--- src/hw/insn_check_consts.svh ---
`ifndef INSN_CHECK_CONSTS_SVH
`define INSN_CHECK_CONSTS_SVH
// Primary opcodes
`define OP_CMPLI 6'h0a
`define OP_CMPI 6'h0b
`define OP_BRANCH_XL 6'h13
`define OP_EXT 6'h1f
// Extended opcodes under the extended primary opcode, except XO_RFI, which is under OP_BRANCH_XL
`define XO_CMP 10'h000
`define XO_CMPL 10'h020
`define XO_MFMSR 10'h053
`define XO_MTMSR 10'h092
`define XO_MTSR 10'h0d2
`define XO_MTSRIN 10'h0f2
`define XO_TLBIE 10'h132
`define XO_MFSPR 10'h153
`define XO_MTSPR 10'h1d3
`define XO_DCBI 10'h1d6
`define XO_MFSR 10'h253
`define XO_TLBSYNC 10'h236
`define XO_MFSRIN 10'h293
`define XO_DCBZ 10'h3f6
`define XO_RFI 10'h032
// Set of valid user D-form primary opcodes, one bit per opcode
`define USER_D_OPS 64'h000000110f00c188
// Field positions, little-endian index of big-endian bit n is 31-n
`define B_CMP_RSV 22
`define B_CMP_L 21
`define B_RC 0
`define B_MFSR_RSV 20
// State register layout
`define STATE_REG_WIDTH 32
`define STATE_REG_RESET 32'h0000_0000
`define STATE_REG_IMPL_MASK 32'h0000_ff73
`define WORD_TRAP_BIT_POS 7
`define RSV_READ_ZERO 1'b0
`define RSV_COPY 1'b1
`endif

--- src/hw/insn_check_pkg.sv ---
package insn_check_pkg;
  typedef enum logic [3:0] {
    CL_ILLEGAL, CL_CMP_IMM, CL_CMP_REG, CL_MFSPR, CL_MTSPR, CL_MFMSR, CL_MTMSR,
    CL_MFSR, CL_MFSRIN, CL_MTSR, CL_MTSRIN, CL_DCBZ, CL_RFI, CL_SUPV, CL_USER
  } insn_class_t;
  typedef struct packed {
    logic done;
    logic execute;
    logic illegal_trap;
    logic priv_trap;
  } check_result_t;
endpackage

--- src/hw/msr_reserved_filter.sv ---
`timescale 1ns/100ps
`include "insn_check_consts.svh"
module state_reg_filter #(
  parameter logic RSV_MODE = `RSV_READ_ZERO
) (
  // Clock and reset
  input wire logic sys_clk,
  input wire logic rst,
  // Write port
  input wire logic wr_en,
  input wire logic [`STATE_REG_WIDTH-1:0] wr_data,
  // Current value
  output logic [`STATE_REG_WIDTH-1:0] machine_state_register
);
  logic [`STATE_REG_WIDTH-1:0] state_next;

  always_comb begin
    if (RSV_MODE == `RSV_COPY) begin
      state_next = wr_data;
    end else begin
      // Bit 24 is outside the implemented mask, so it always reads zero
      state_next = wr_data & `STATE_REG_IMPL_MASK;
    end
  end

  always_ff @(posedge sys_clk) begin
    if (rst) begin
      machine_state_register <= `STATE_REG_RESET;
    end else if (wr_en) begin
      machine_state_register <= state_next;
    end
  end
endmodule

--- src/hw/insn_privilege_form_check.sv ---
`timescale 1ns/100ps
`include "insn_check_consts.svh"
module insn_privilege_form_check #(
  parameter logic STATE_RSV_MODE = `RSV_READ_ZERO
) (
  // Clock and reset
  input wire logic sys_clk,
  input wire logic rst,
  // Instruction under check
  input wire logic insn_valid,
  input wire logic [31:0] insn_word,
  input wire logic user_state,
  input wire logic [31:0] src_data,
  // Address operands
  input wire logic [31:0] addr_base,
  input wire logic [31:0] addr_disp,
  // Verdict
  output insn_check_pkg::check_result_t chk_result,
  output insn_check_pkg::insn_class_t insn_class,
  output logic [9:0] spr_num,
  output logic [31:0] effective_address,
  output logic [31:0] gpr_wr_data,
  output logic gpr_wr_en,
  output logic [31:0] machine_state_register
);
  import insn_check_pkg::*;

  insn_class_t class_next;
  logic rsv_bad;
  logic priv_need;
  logic illegal_next;
  logic priv_next;
  logic exec_next;
  logic state_wr_en;
  logic [9:0] spr_next;

  function automatic insn_class_t classify(input logic [31:0] w);
    logic [5:0] op;
    logic [9:0] xo;
    op = w[31:26];
    xo = w[10:1];
    classify = CL_ILLEGAL;
    if (op == `OP_CMPI || op == `OP_CMPLI) begin
      classify = CL_CMP_IMM;
    end else if (op == `OP_BRANCH_XL && xo == `XO_RFI) begin
      classify = CL_RFI;
    end else if (op == `OP_EXT) begin
      unique case (xo)
        `XO_CMP, `XO_CMPL: classify = CL_CMP_REG;
        `XO_MFSPR: classify = CL_MFSPR;
        `XO_MTSPR: classify = CL_MTSPR;
        `XO_MFMSR: classify = CL_MFMSR;
        `XO_MTMSR: classify = CL_MTMSR;
        `XO_MFSR: classify = CL_MFSR;
        `XO_MFSRIN: classify = CL_MFSRIN;
        `XO_MTSR: classify = CL_MTSR;
        `XO_MTSRIN: classify = CL_MTSRIN;
        `XO_DCBZ: classify = CL_DCBZ;
        `XO_DCBI, `XO_TLBIE, `XO_TLBSYNC: classify = CL_SUPV;
        default: classify = CL_ILLEGAL;
      endcase
    end else if (((`USER_D_OPS >> op) & 64'h1) != 64'h0) begin
      classify = CL_USER;
    end
  endfunction

  // Reserved fields per class; a set bit makes the form invalid
  always_comb begin
    rsv_bad = 1'b0;
    unique case (class_next)
      CL_CMP_IMM: rsv_bad = insn_word[`B_CMP_RSV];
      CL_CMP_REG: rsv_bad = insn_word[`B_CMP_RSV] | insn_word[`B_RC];
      CL_MFSPR, CL_MTSPR: rsv_bad = insn_word[`B_RC];
      CL_MFMSR, CL_MTMSR: rsv_bad = (|insn_word[20:11]) | insn_word[`B_RC];
      CL_MFSR, CL_MTSR: begin
        rsv_bad = insn_word[`B_MFSR_RSV] | (|insn_word[15:11]) | insn_word[`B_RC];
      end
      CL_MFSRIN, CL_MTSRIN: rsv_bad = (|insn_word[20:16]) | insn_word[`B_RC];
      CL_DCBZ: rsv_bad = (|insn_word[25:21]) | insn_word[`B_RC];
      CL_RFI: rsv_bad = |insn_word[25:11] | insn_word[`B_RC];
      default: rsv_bad = 1'b0;
    endcase
  end

  // Instruction bits 16 to 20 carry the lower number half; the upper half in bits 11 to 15 is dropped and forced to zero
  always_comb begin
    spr_next = {5'h00, insn_word[20:16]};
  end

  always_comb begin
    unique case (class_next)
      CL_MFMSR, CL_MFSR, CL_MFSRIN: priv_need = 1'b1;
      CL_MTMSR, CL_MTSR, CL_MTSRIN, CL_RFI, CL_SUPV: priv_need = 1'b1;
      // Top number bit marks supervisor registers; forced zero, so moves stay user-level
      CL_MFSPR, CL_MTSPR: priv_need = spr_next[9];
      CL_DCBZ: priv_need = 1'b0;
      default: priv_need = 1'b0;
    endcase
  end

  always_comb begin
    class_next = classify(insn_word);
  end

  always_comb begin
    illegal_next = (class_next == CL_ILLEGAL) | rsv_bad;
    priv_next = ~illegal_next & priv_need & user_state;
    exec_next = ~illegal_next & ~priv_next;
    state_wr_en = insn_valid & exec_next & (class_next == CL_MTMSR);
  end

  always_ff @(posedge sys_clk) begin
    if (rst) begin
      chk_result <= '0;
      insn_class <= CL_ILLEGAL;
      spr_num <= 10'h000;
    end else begin
      chk_result.done <= insn_valid;
      chk_result.execute <= insn_valid & exec_next;
      chk_result.illegal_trap <= insn_valid & illegal_next;
      chk_result.priv_trap <= insn_valid & priv_next;
      if (insn_valid) begin
        insn_class <= class_next;
        spr_num <= spr_next;
      end
    end
  end

  // Full sum; the state register plays no part here
  always_ff @(posedge sys_clk) begin
    if (rst) begin
      effective_address <= 32'h0000_0000;
    end else if (insn_valid) begin
      effective_address <= addr_base + addr_disp;
    end
  end

  // Write enable only for a committed state register read; data is loaded on every valid instruction
  always_ff @(posedge sys_clk) begin
    if (rst) begin
      gpr_wr_en <= 1'b0;
      gpr_wr_data <= 32'h0000_0000;
    end else begin
      gpr_wr_en <= insn_valid & exec_next & (class_next == CL_MFMSR);
      if (insn_valid) begin
        gpr_wr_data <= machine_state_register;
      end
    end
  end

  state_reg_filter #(
    .RSV_MODE(STATE_RSV_MODE)
  ) u_state_reg (
    .sys_clk(sys_clk),
    .rst(rst),
    .wr_en(state_wr_en),
    .wr_data(src_data),
    .machine_state_register(machine_state_register)
  );
endmodule

--- config.mk ---
export PLATFORM = sky130hd
export DESIGN_NAME = insn_privilege_form_check
export DESIGN_NICKNAME = d
export VERILOG_FILES = /design/src/hw/insn_check_pkg.sv /design/src/hw/msr_reserved_filter.sv /design/src/hw/insn_privilege_form_check.sv
export VERILOG_INCLUDE_DIRS = /design/src /design/src/hw
export SDC_FILE = /design/constraint.sdc
export NUM_CORES = 1
export LEC_CHECK = 0
export ABC_AREA = 1
export BUFFER_PORTS_ARGS = -buffer_cell sky130_fd_sc_hd__buf_2
export CAP_MARGIN = 20
export CORE_MARGIN = 3
export CORE_UTILIZATION = 45
export CTS_CLUSTER_SIZE = 25
export DETAILED_ROUTE_END_ITERATION = 10
export PLACE_DENSITY = 0.88
export SLEW_MARGIN = 10
export SYNTH_ARGS = -nofsm -noshare
export SYNTH_HDL_FRONTEND = slang
export SYNTH_SLANG_ARGS = --single-unit
--- constraint.sdc ---
create_clock -name sys_clk -period 2.52 [get_ports sys_clk]
set_clock_uncertainty 0.05 [all_clocks]
set_input_delay 0 -clock sys_clk [delete_from_list [all_inputs] [get_ports sys_clk]]
set_output_delay 0 -clock sys_clk [all_outputs]
set_load 0.05 [all_outputs]
==> results of run 1 <==
==> layout make-up <==
type	instances	area, sq um	area share
inverters	128	480	0.0696
clock buffers	9	225	0.0326
well taps	143	179	0.0259
multi-input cells	616	3250	0.471
diodes	1	2.50	0.000363
flip-flops and latches	72	1440	0.209
clock inverters	7	77.6	0.0112
repair buffers	219	1250	0.181
==> flip-flops by register name, summed over array words and instances, names as in the netlist <==
name	flops
chk_result	4
gpr_wr_data	13
gpr_wr_en	1
u_state_reg.machine_state_register	13
insn_class	4
effective_address	32
spr_num	5
==> routing by layer <==
| layer | part of all wire | global-route usage |
|---|---|---|
| met5 | 0 | 0 |
| met3 | 0.059 | 0.0350 |
| met2 | 0.51 | 0.396 |
| met4 | 0.027 | 0.0874 |
| met1 | 0.41 | 0.254 |
==> kinds of logic after synthesis <==
family | count (synthesis)
and+or+nand+nor | 363
buffers and inverters | 191
xor gates and xnor gates | 16
other | 1
AOI/OAI and AO/OA | 162
adders and majority gates | 32
DFF | 72
==> power by group <==
part,internal [W],switching (W)
combinational,0.000385,0.000887
sequential,0.00121,0.0000370
clock,0.000775,0.000531
==> worst paths after layout <==
kind	end	slack, ps	cells past startpoint
min reg2reg	gpr_wr_data[9]$_SDFFE_PP0P_	430	2
max	effective_address[21]$_SDFFE_PP0P_	310	16
max reg2reg	effective_address[20]$_SDFFE_PP0P_	1750	3
min	effective_address[31]$_SDFFE_PP0P_	20	6
==> Yosys cell counts, types with 3 or more instances <==
| cell type | number |
|---|---|
| sky130_fd_sc_hd__nand2_1 | 152 |
| sky130_fd_sc_hd__inv_1 | 125 |
| sky130_fd_sc_hd__nor2_1 | 120 |
| sky130_fd_sc_hd__dfxtp_1 | 72 |
| sky130_fd_sc_hd__o21ai_0 | 57 |
| sky130_fd_sc_hd__a21oi_1 | 56 |
| sky130_fd_sc_hd__buf_4 | 43 |
| sky130_fd_sc_hd__ha_1 | 31 |
| sky130_fd_sc_hd__nand3_1 | 31 |
| sky130_fd_sc_hd__clkbuf_1 | 15 |
| sky130_fd_sc_hd__nor2_2 | 15 |
| sky130_fd_sc_hd__xor2_1 | 12 |
| sky130_fd_sc_hd__o211ai_1 | 10 |
| sky130_fd_sc_hd__nand4_1 | 9 |
| sky130_fd_sc_hd__nor3_1 | 9 |
| sky130_fd_sc_hd__a31oi_1 | 7 |
| sky130_fd_sc_hd__o21ai_1 | 7 |
| sky130_fd_sc_hd__nand2_2 | 6 |
| sky130_fd_sc_hd__o221ai_1 | 4 |
| sky130_fd_sc_hd__xnor2_1 | 4 |
| sky130_fd_sc_hd__a21boi_0 | 3 |
| sky130_fd_sc_hd__and2_1 | 3 |
| sky130_fd_sc_hd__inv_2 | 3 |
| sky130_fd_sc_hd__nor4_1 | 3 |
| sky130_fd_sc_hd__o21bai_1 | 3 |
==> worst max-delay path: stages <==
cell and delay [ps]:
sky130_fd_sc_hd__buf_2 100, sky130_fd_sc_hd__ha_1 340, sky130_fd_sc_hd__a21oi_1 140, sky130_fd_sc_hd__nand2_1 100, sky130_fd_sc_hd__a21oi_1 210, sky130_fd_sc_hd__o21ai_0 120
sky130_fd_sc_hd__a21oi_1 280, sky130_fd_sc_hd__o21ai_0 180, sky130_fd_sc_hd__a21oi_1 280, sky130_fd_sc_hd__o21ai_0 180, sky130_fd_sc_hd__nand2_1 120, sky130_fd_sc_hd__nand2_1 50
sky130_fd_sc_hd__nand2_1 70, sky130_fd_sc_hd__nand3_1 100, sky130_fd_sc_hd__nand2_1 90, sky130_fd_sc_hd__inv_1 40
==> per-stage QoR <==
step	instance area (sq um)	hold WS, ps	cells	setup WS (ps)
after floorplan	5580	77.4	879	271
after global placement	6390	174	1158	68.4
after detailed placement	6390	184	1158	16.3
after CTS	6900	17.3	1194	345
after global routing	6900	45.2	1194	37.7
final	6900	18.8	1195	308
==> flow_results.org, run 1 <==
** Synth
- Post-synthesis instance area :: 0.00543 sq mm
- The most used flip-flop cell after synthesis is sky130_fd_sc_hd__dfxtp_1.
- Of the post-synthesis cell area, the dominant cell type holds 0.266.
- Xor/xnor share of the synthesized area :: 0.0258
- Of the post-synthesis cell area, the part taken by muxes is 0.
- Number of warning messages in the yosys log :: 0
- The synthesized-area fraction occupied by ao, oa, aoi and oai cells is 0.173.
- By area the synthesized netlist is led by sky130_fd_sc_hd__dfxtp_1, sky130_fd_sc_hd__nand2_1, sky130_fd_sc_hd__inv_1, sky130_fd_sc_hd__nor2_1, sky130_fd_sc_hd__ha_1.
- Synth area leader :: sky130_fd_sc_hd__dfxtp_1
- In the synthesized netlist the async set-or-reset flop fraction comes to 0.
- Of the synthesized area, sequential elements account for 0.266.
- Counting every instance in the synthesized netlist gives around 840.
- Of the total synthesized cell area, the portion taken by full adders, half adders and majority gates is 0.0752.
- Post-synth EDFFs :: 0
- Count of distinct cell types in the synthesized netlist :: 51
- By area, the combinational part of the netlist is dominated by simple AND/OR/NAND/NOR gates.
- Register bit count reported by yosys :: 72
- Averaged over all synthesized cells, the footprint is 6.48 sq um.
- Of the total synthesized cell area, the portion taken by AND, OR, NAND and NOR gates is 0.295.

** Timing
- FMAX :: 452 MHz
- Actual transition at the worst max-transition pin :: 596 ps
- Clock period minus worst slack :: 2210 ps
- Setup TNS Final :: 0 ps
- The total count of max-transition violations in the final report came to 0.
- Setup violations remaining at the end of the flow were counted as 0.
- Slew headroom :: 0.592
- Setup repair after global routing left no endpoint under its margin.
- The number of hold violations in the final report was 0.
- Crit share post-route :: 0.878

** Worst setup path
- Critical path class :: in2reg
- The startpoint identified for the worst register-to-register timing path is effective_address[20]$_SDFFE_PP0P_.
- Worst endpoint required time :: ~2700 ps
- Type of element capturing the critical path :: flop
- Critical Path AT :: 2390 ps
- Of all nets on the critical path, the largest fanout is 4.
- The critical path starts at addr_base[2].
- Startpoint type of the worst setup path :: input pin

** Global route
- In the global route stage, overall resource usage came out at 0.218.
- Number of global-route vias before repair :: 5455
- Wire length of the first global-routing pass :: 23800 um
- Entering global routing, the biggest net connects 79 pins.
- Overall overflow remaining after global route :: 0
- Number of antenna violations at the first check in global routing :: 0

** Detailed routing
- Via density per instance :: 4.91
- Once detail routing completed, the nets flagged for antenna violations numbered 0.
- The first routing iteration left just over 300 violations.
- DR WL/cell :: 12.6 um
- The routed design has around 15000 um of wire.
- Post-detailed-route DRC marker count :: 0
- Number of iterations in the first detailed-routing pass :: 4
- Via count :: 5870

** Layout
- Nets@finish :: 1210
- In the final layout, the share of cells above drive strength 1 is 0.243.
- From synthesis to final layout, the design area changed by 27.2%.
- The filler cells instantiated in the layout total approximately 1100.
- Most common library cell in the layout ignoring fill and taps :: sky130_fd_sc_hd__buf_2
- Post-layout util :: 0.594
- Top library cells by usage in the layout, fill and taps aside :: sky130_fd_sc_hd__buf_2, sky130_fd_sc_hd__nand2_1, sky130_fd_sc_hd__inv_1

** Clock network
- Post-CTS setup buffer count :: 0
- The cell sitting at the root of the clock tree is a sky130_fd_sc_hd__clkbuf_16.
- Post-CTS clock slew at the launch and capture registers of the worst setup and hold paths :: 70 ps
- Worst-case clock buffer depth :: 2
- Number of CTS-inserted buffers :: 9
- Hold Buf Count CTS :: 20
- The later pin in the worst-skew pair is clocked with a latency of 330 ps.
- The H-tree was split into 3 levels.
- Clock tree synthesis found a total of 72 sinks.
- After clock tree synthesis, the repair step resized 0 gates.
- TritonCTS clock tree :: yes

** Run status
- Result of the run :: finished clean

** Pwr
- Pleak :: between 3 and 4 nW
- Pwr Density :: roughly 550 mW/mm^2
- The worst-case IR drop observed on VDD is 269 uV.
- The design draws 0.00383 W.

** Placement
- Port Buffer Count :: around 180
- Detail Placement HPWL :: 11700 um
- Gp weighted congestion :: 0.929

** Die
- The floorplan step defined a die boundary enclosing 0.0134 sq mm.
- Initial core utilization :: 0.467
- Total I/O pin count :: 247
- Standard cell core area :: 0.0116 sq mm
- The die is 116 um wide.
- The die is ~120 um tall.
- FP Rows :: 39

** Worst hold path
- The worst hold path begins at addr_base[31].
- Hold Crit Class :: in2reg

** Flow run
- Number of maximum-capacitance violations :: 0
No activity file was read; power rests on OpenSTA's default activity.
==> inputs of run 2 (changes only) <==
CORE_ASPECT_RATIO = 1.25   (was unset)
==> flow_results.org, run 2 (synthesized netlist as in run 1, its figures left out) <==
** Run status
- Result of the run :: finished clean

** Placement
- Detail Placement HPWL :: between 10000 and 15000 um
- The count of buffers added on input and output ports is 184.
- Before CTS, the worst setup slack after placement is 11.9 ps.
- Gp weighted congestion :: 0.941
- Total cell area at the placement stage :: 0.00643 sq mm

** Detailed routing
- Using the TritonRoute via totals, the vias-per-cell ratio works out to just under 5.
- Wires add up to 15800 um.
- Once detail routing completed, the nets flagged for antenna violations numbered 0.
- Via count :: 6018
- After detailed routing, the average wire length per cell comes to about 13 um.
- Number of iterations in the first detailed-routing pass :: 5
- Post-detailed-route DRC marker count :: 0
- After the first detailed-routing iteration, the DRC count stood at ~240.

** Worst setup path
- The critical path goes through buf_2 > ha_1 > inv_1 > fa_1 > nand3b_1 > nand2_1 > a21oi_1 > o21ai_1 > a21boi_1 > o21ai_1 > a21oi_1 > o21ai_1 > nand2_1 > nand3_1 > nand3_1 > nand2_1 > inv_1.
- Type of element capturing the critical path :: flop
- Critical path class :: in2reg
- Of all nets on the critical path, the largest fanout is 4.
- Startpoint type of the worst setup path :: input pin
- Broken down by cell family, the worst path's largest delay share belongs to compound AO/OA/AOI/OAI gates.
- Slowest library cell on the worst path :: sky130_fd_sc_hd__fa_1
- Crit-path max cell delay :: 370 ps
- Worst endpoint required time :: 2710 ps
- The number of buffers and inverters on the critical path is 3.
- STA puts the critical path data arrival time at 2420 ps.

** Timing
- Setup repair after global routing missed its margin :: no
- Setup slack closes at 291 ps.
- Setup violations remaining at the end of the flow were counted as 0.
- Final Hold Viols :: 0
- In the finished design, the share of the clock period the worst path needs comes to 0.884.
- Setup total negative slack on the finished layout was measured at 0 ps.
- Slew headroom :: 0.583
- The total count of max-transition violations in the final report was 0.
- Based on the critical path, the design can be clocked at up to 449 MHz.
- Clock period minus worst slack :: 2230 ps
- Actual transition at the worst max-transition pin :: 620 ps

** Die
- Total I/O pin count :: roughly 250
- After floorplanning, the core was divided into 44 placement rows.
- The die is roughly 100 um wide.
- Die Footprint :: 0.0134 sq mm
- The initial utilization of the core area, before any placement, comes to 0.463.
- The floorplan step defined a core boundary enclosing 0.0117 sq mm.
- Die Height :: ~130 um

** Layout
- The number of antenna diodes in the final layout is 0.
- The finished cells cover 0.00697 sq mm.
- For this run, the post-layout net count is 1210.
- The filler cells instantiated in the layout total 1079.
- Register with the most flip-flops :: effective_address
- Max FFs per register :: 32
- Leaving out fill and tap cells, the most frequent cell in the layout is sky130_fd_sc_hd__buf_2.
- Sequential cell area in the final layout :: ~0.0014 sq mm
- Multi-input gate area in the final layout :: 0.00325 sq mm
- In the final layout, the share of cells above drive strength 1 is 0.242.
- Largest registers in the final layout :: effective_address: 32 flops, gpr_wr_data: 13 flops, u_state_reg.machine_state_register: 13 flops
- Growth of design area from synthesis to finish :: 28.5%
- Top library cells by usage in the layout, fill and taps aside :: sky130_fd_sc_hd__buf_2, sky130_fd_sc_hd__nand2_1, sky130_fd_sc_hd__inv_1

** Clock network
- Clock-pin slew was measured on the worst setup and hold paths at 60 ps.
- The H-tree was split into 3 levels.
- The clock passes through at most 2 buffers.
- Number of sinks on the clock net :: 72
- Hold Buf Count CTS :: 20
- In this run the post-CTS setup repair buffer count came out at 0.
- Post-cts resize count :: 0
- Number of CTS-inserted buffers :: 9
- Clock latency on the worst-skew pair, taken at its later pin, is 340 ps.
- Clock root buffer :: sky130_fd_sc_hd__clkbuf_16
- TritonCTS built the clock tree.

** Pwr
- The analysis attributes to cell leakage a power of 3.91 nW.
- IR drop worst, VDD :: 376 uV
- Power spread over the standard cell area amounts to 576 mW/mm^2.

** Global route
- The initial antenna violation count came to 0.
- Largest net degree at the start of global routing :: 59
- The number of global-route vias before repair came to 5640.
- Overall overflow remaining after global route :: 0
- Wire length of the first global-routing pass :: 25500 um
- GRT Resource Usage Total :: 0.230

** Flow run
- Across the run, the number of max-cap violations was 0.

** Worst hold path
- Hold Crit Class :: in2reg
-- run 2: changes by cell type in the layout (fill, tap and decap cells not counted) --
cell	before	now
sky130_fd_sc_hd__clkinv_2	1	0
sky130_fd_sc_hd__bufinv_16	1	3
sky130_fd_sc_hd__inv_6	2	1
sky130_fd_sc_hd__clkinv_4	2	1
sky130_fd_sc_hd__clkbuf_1	0	1
sky130_fd_sc_hd__buf_4	14	13
sky130_fd_sc_hd__diode_2	1	0
sky130_fd_sc_hd__buf_12	1	2
-- run 2: cell type report --
type                       count  share of cell area
inverter                     128              0.0689
clock buffer                  10              0.0328
sequential                    72               0.207
clock inverter                 6              0.0165
tap                          161              0.0289
multi-input combinational    616               0.466
timing repair buffer         219               0.181
-- run 2: stage by stage --
stage	util	hold slack, ps	total power [W]	std cells
after floorplan	-	77.4	0.00223	879
after global placement	0.548	173	0.00250	1176
after detailed placement	0.548	185	0.00252	1176
after CTS	0.595	26.3	0.00403	1212
after global routing	0.595	62.4	0.00421	1212
final	0.595	30.9	0.00401	1212
-- run 2: tightest hold or removal path: stages --
cell and delay [ps]:
sky130_fd_sc_hd__buf_2 90, sky130_fd_sc_hd__xnor2_1 70, sky130_fd_sc_hd__nand2_1 70, sky130_fd_sc_hd__nand3_1 60
sky130_fd_sc_hd__nand2_1 60, sky130_fd_sc_hd__inv_1 30
-- run 2: final timing paths --
check,start,endpoint,slack (ps),cells past startpoint
worst min register to register,u_state_reg.machine_state_register[12]$_SDFFE_PP0P_,gpr_wr_data[12]$_SDFFE_PP0P_,420,2
worst max-delay path,addr_base[0],effective_address[22]$_SDFFE_PP0P_,290,17
worst min-delay path,addr_base[31],effective_address[31]$_SDFFE_PP0P_,30,6
worst max register to register,u_state_reg.machine_state_register[10]$_SDFFE_PP0P_,u_state_reg.machine_state_register[10]$_SDFFE_PP0P_,1720,4
-- run 2: where the power goes --
group / switching, W / internal, W / total (W)
combinational: 0.000894 / 0.000388 / 0.00128
sequential: 0.0000359 / 0.00121 / 0.00125
clock: 0.000511 / 0.000972 / 0.00148
-- run 2: per-layer routing --
layer | track usage | wire length (um) | vias up
li1 | - | - | 3027
met2 | 0.436 | 8200 | 264
met1 | 0.243 | 5920 | 2673
met5 | 0 | 0 | -
met4 | 0.138 | 731 | 0
met3 | 0.0291 | 907 | 54
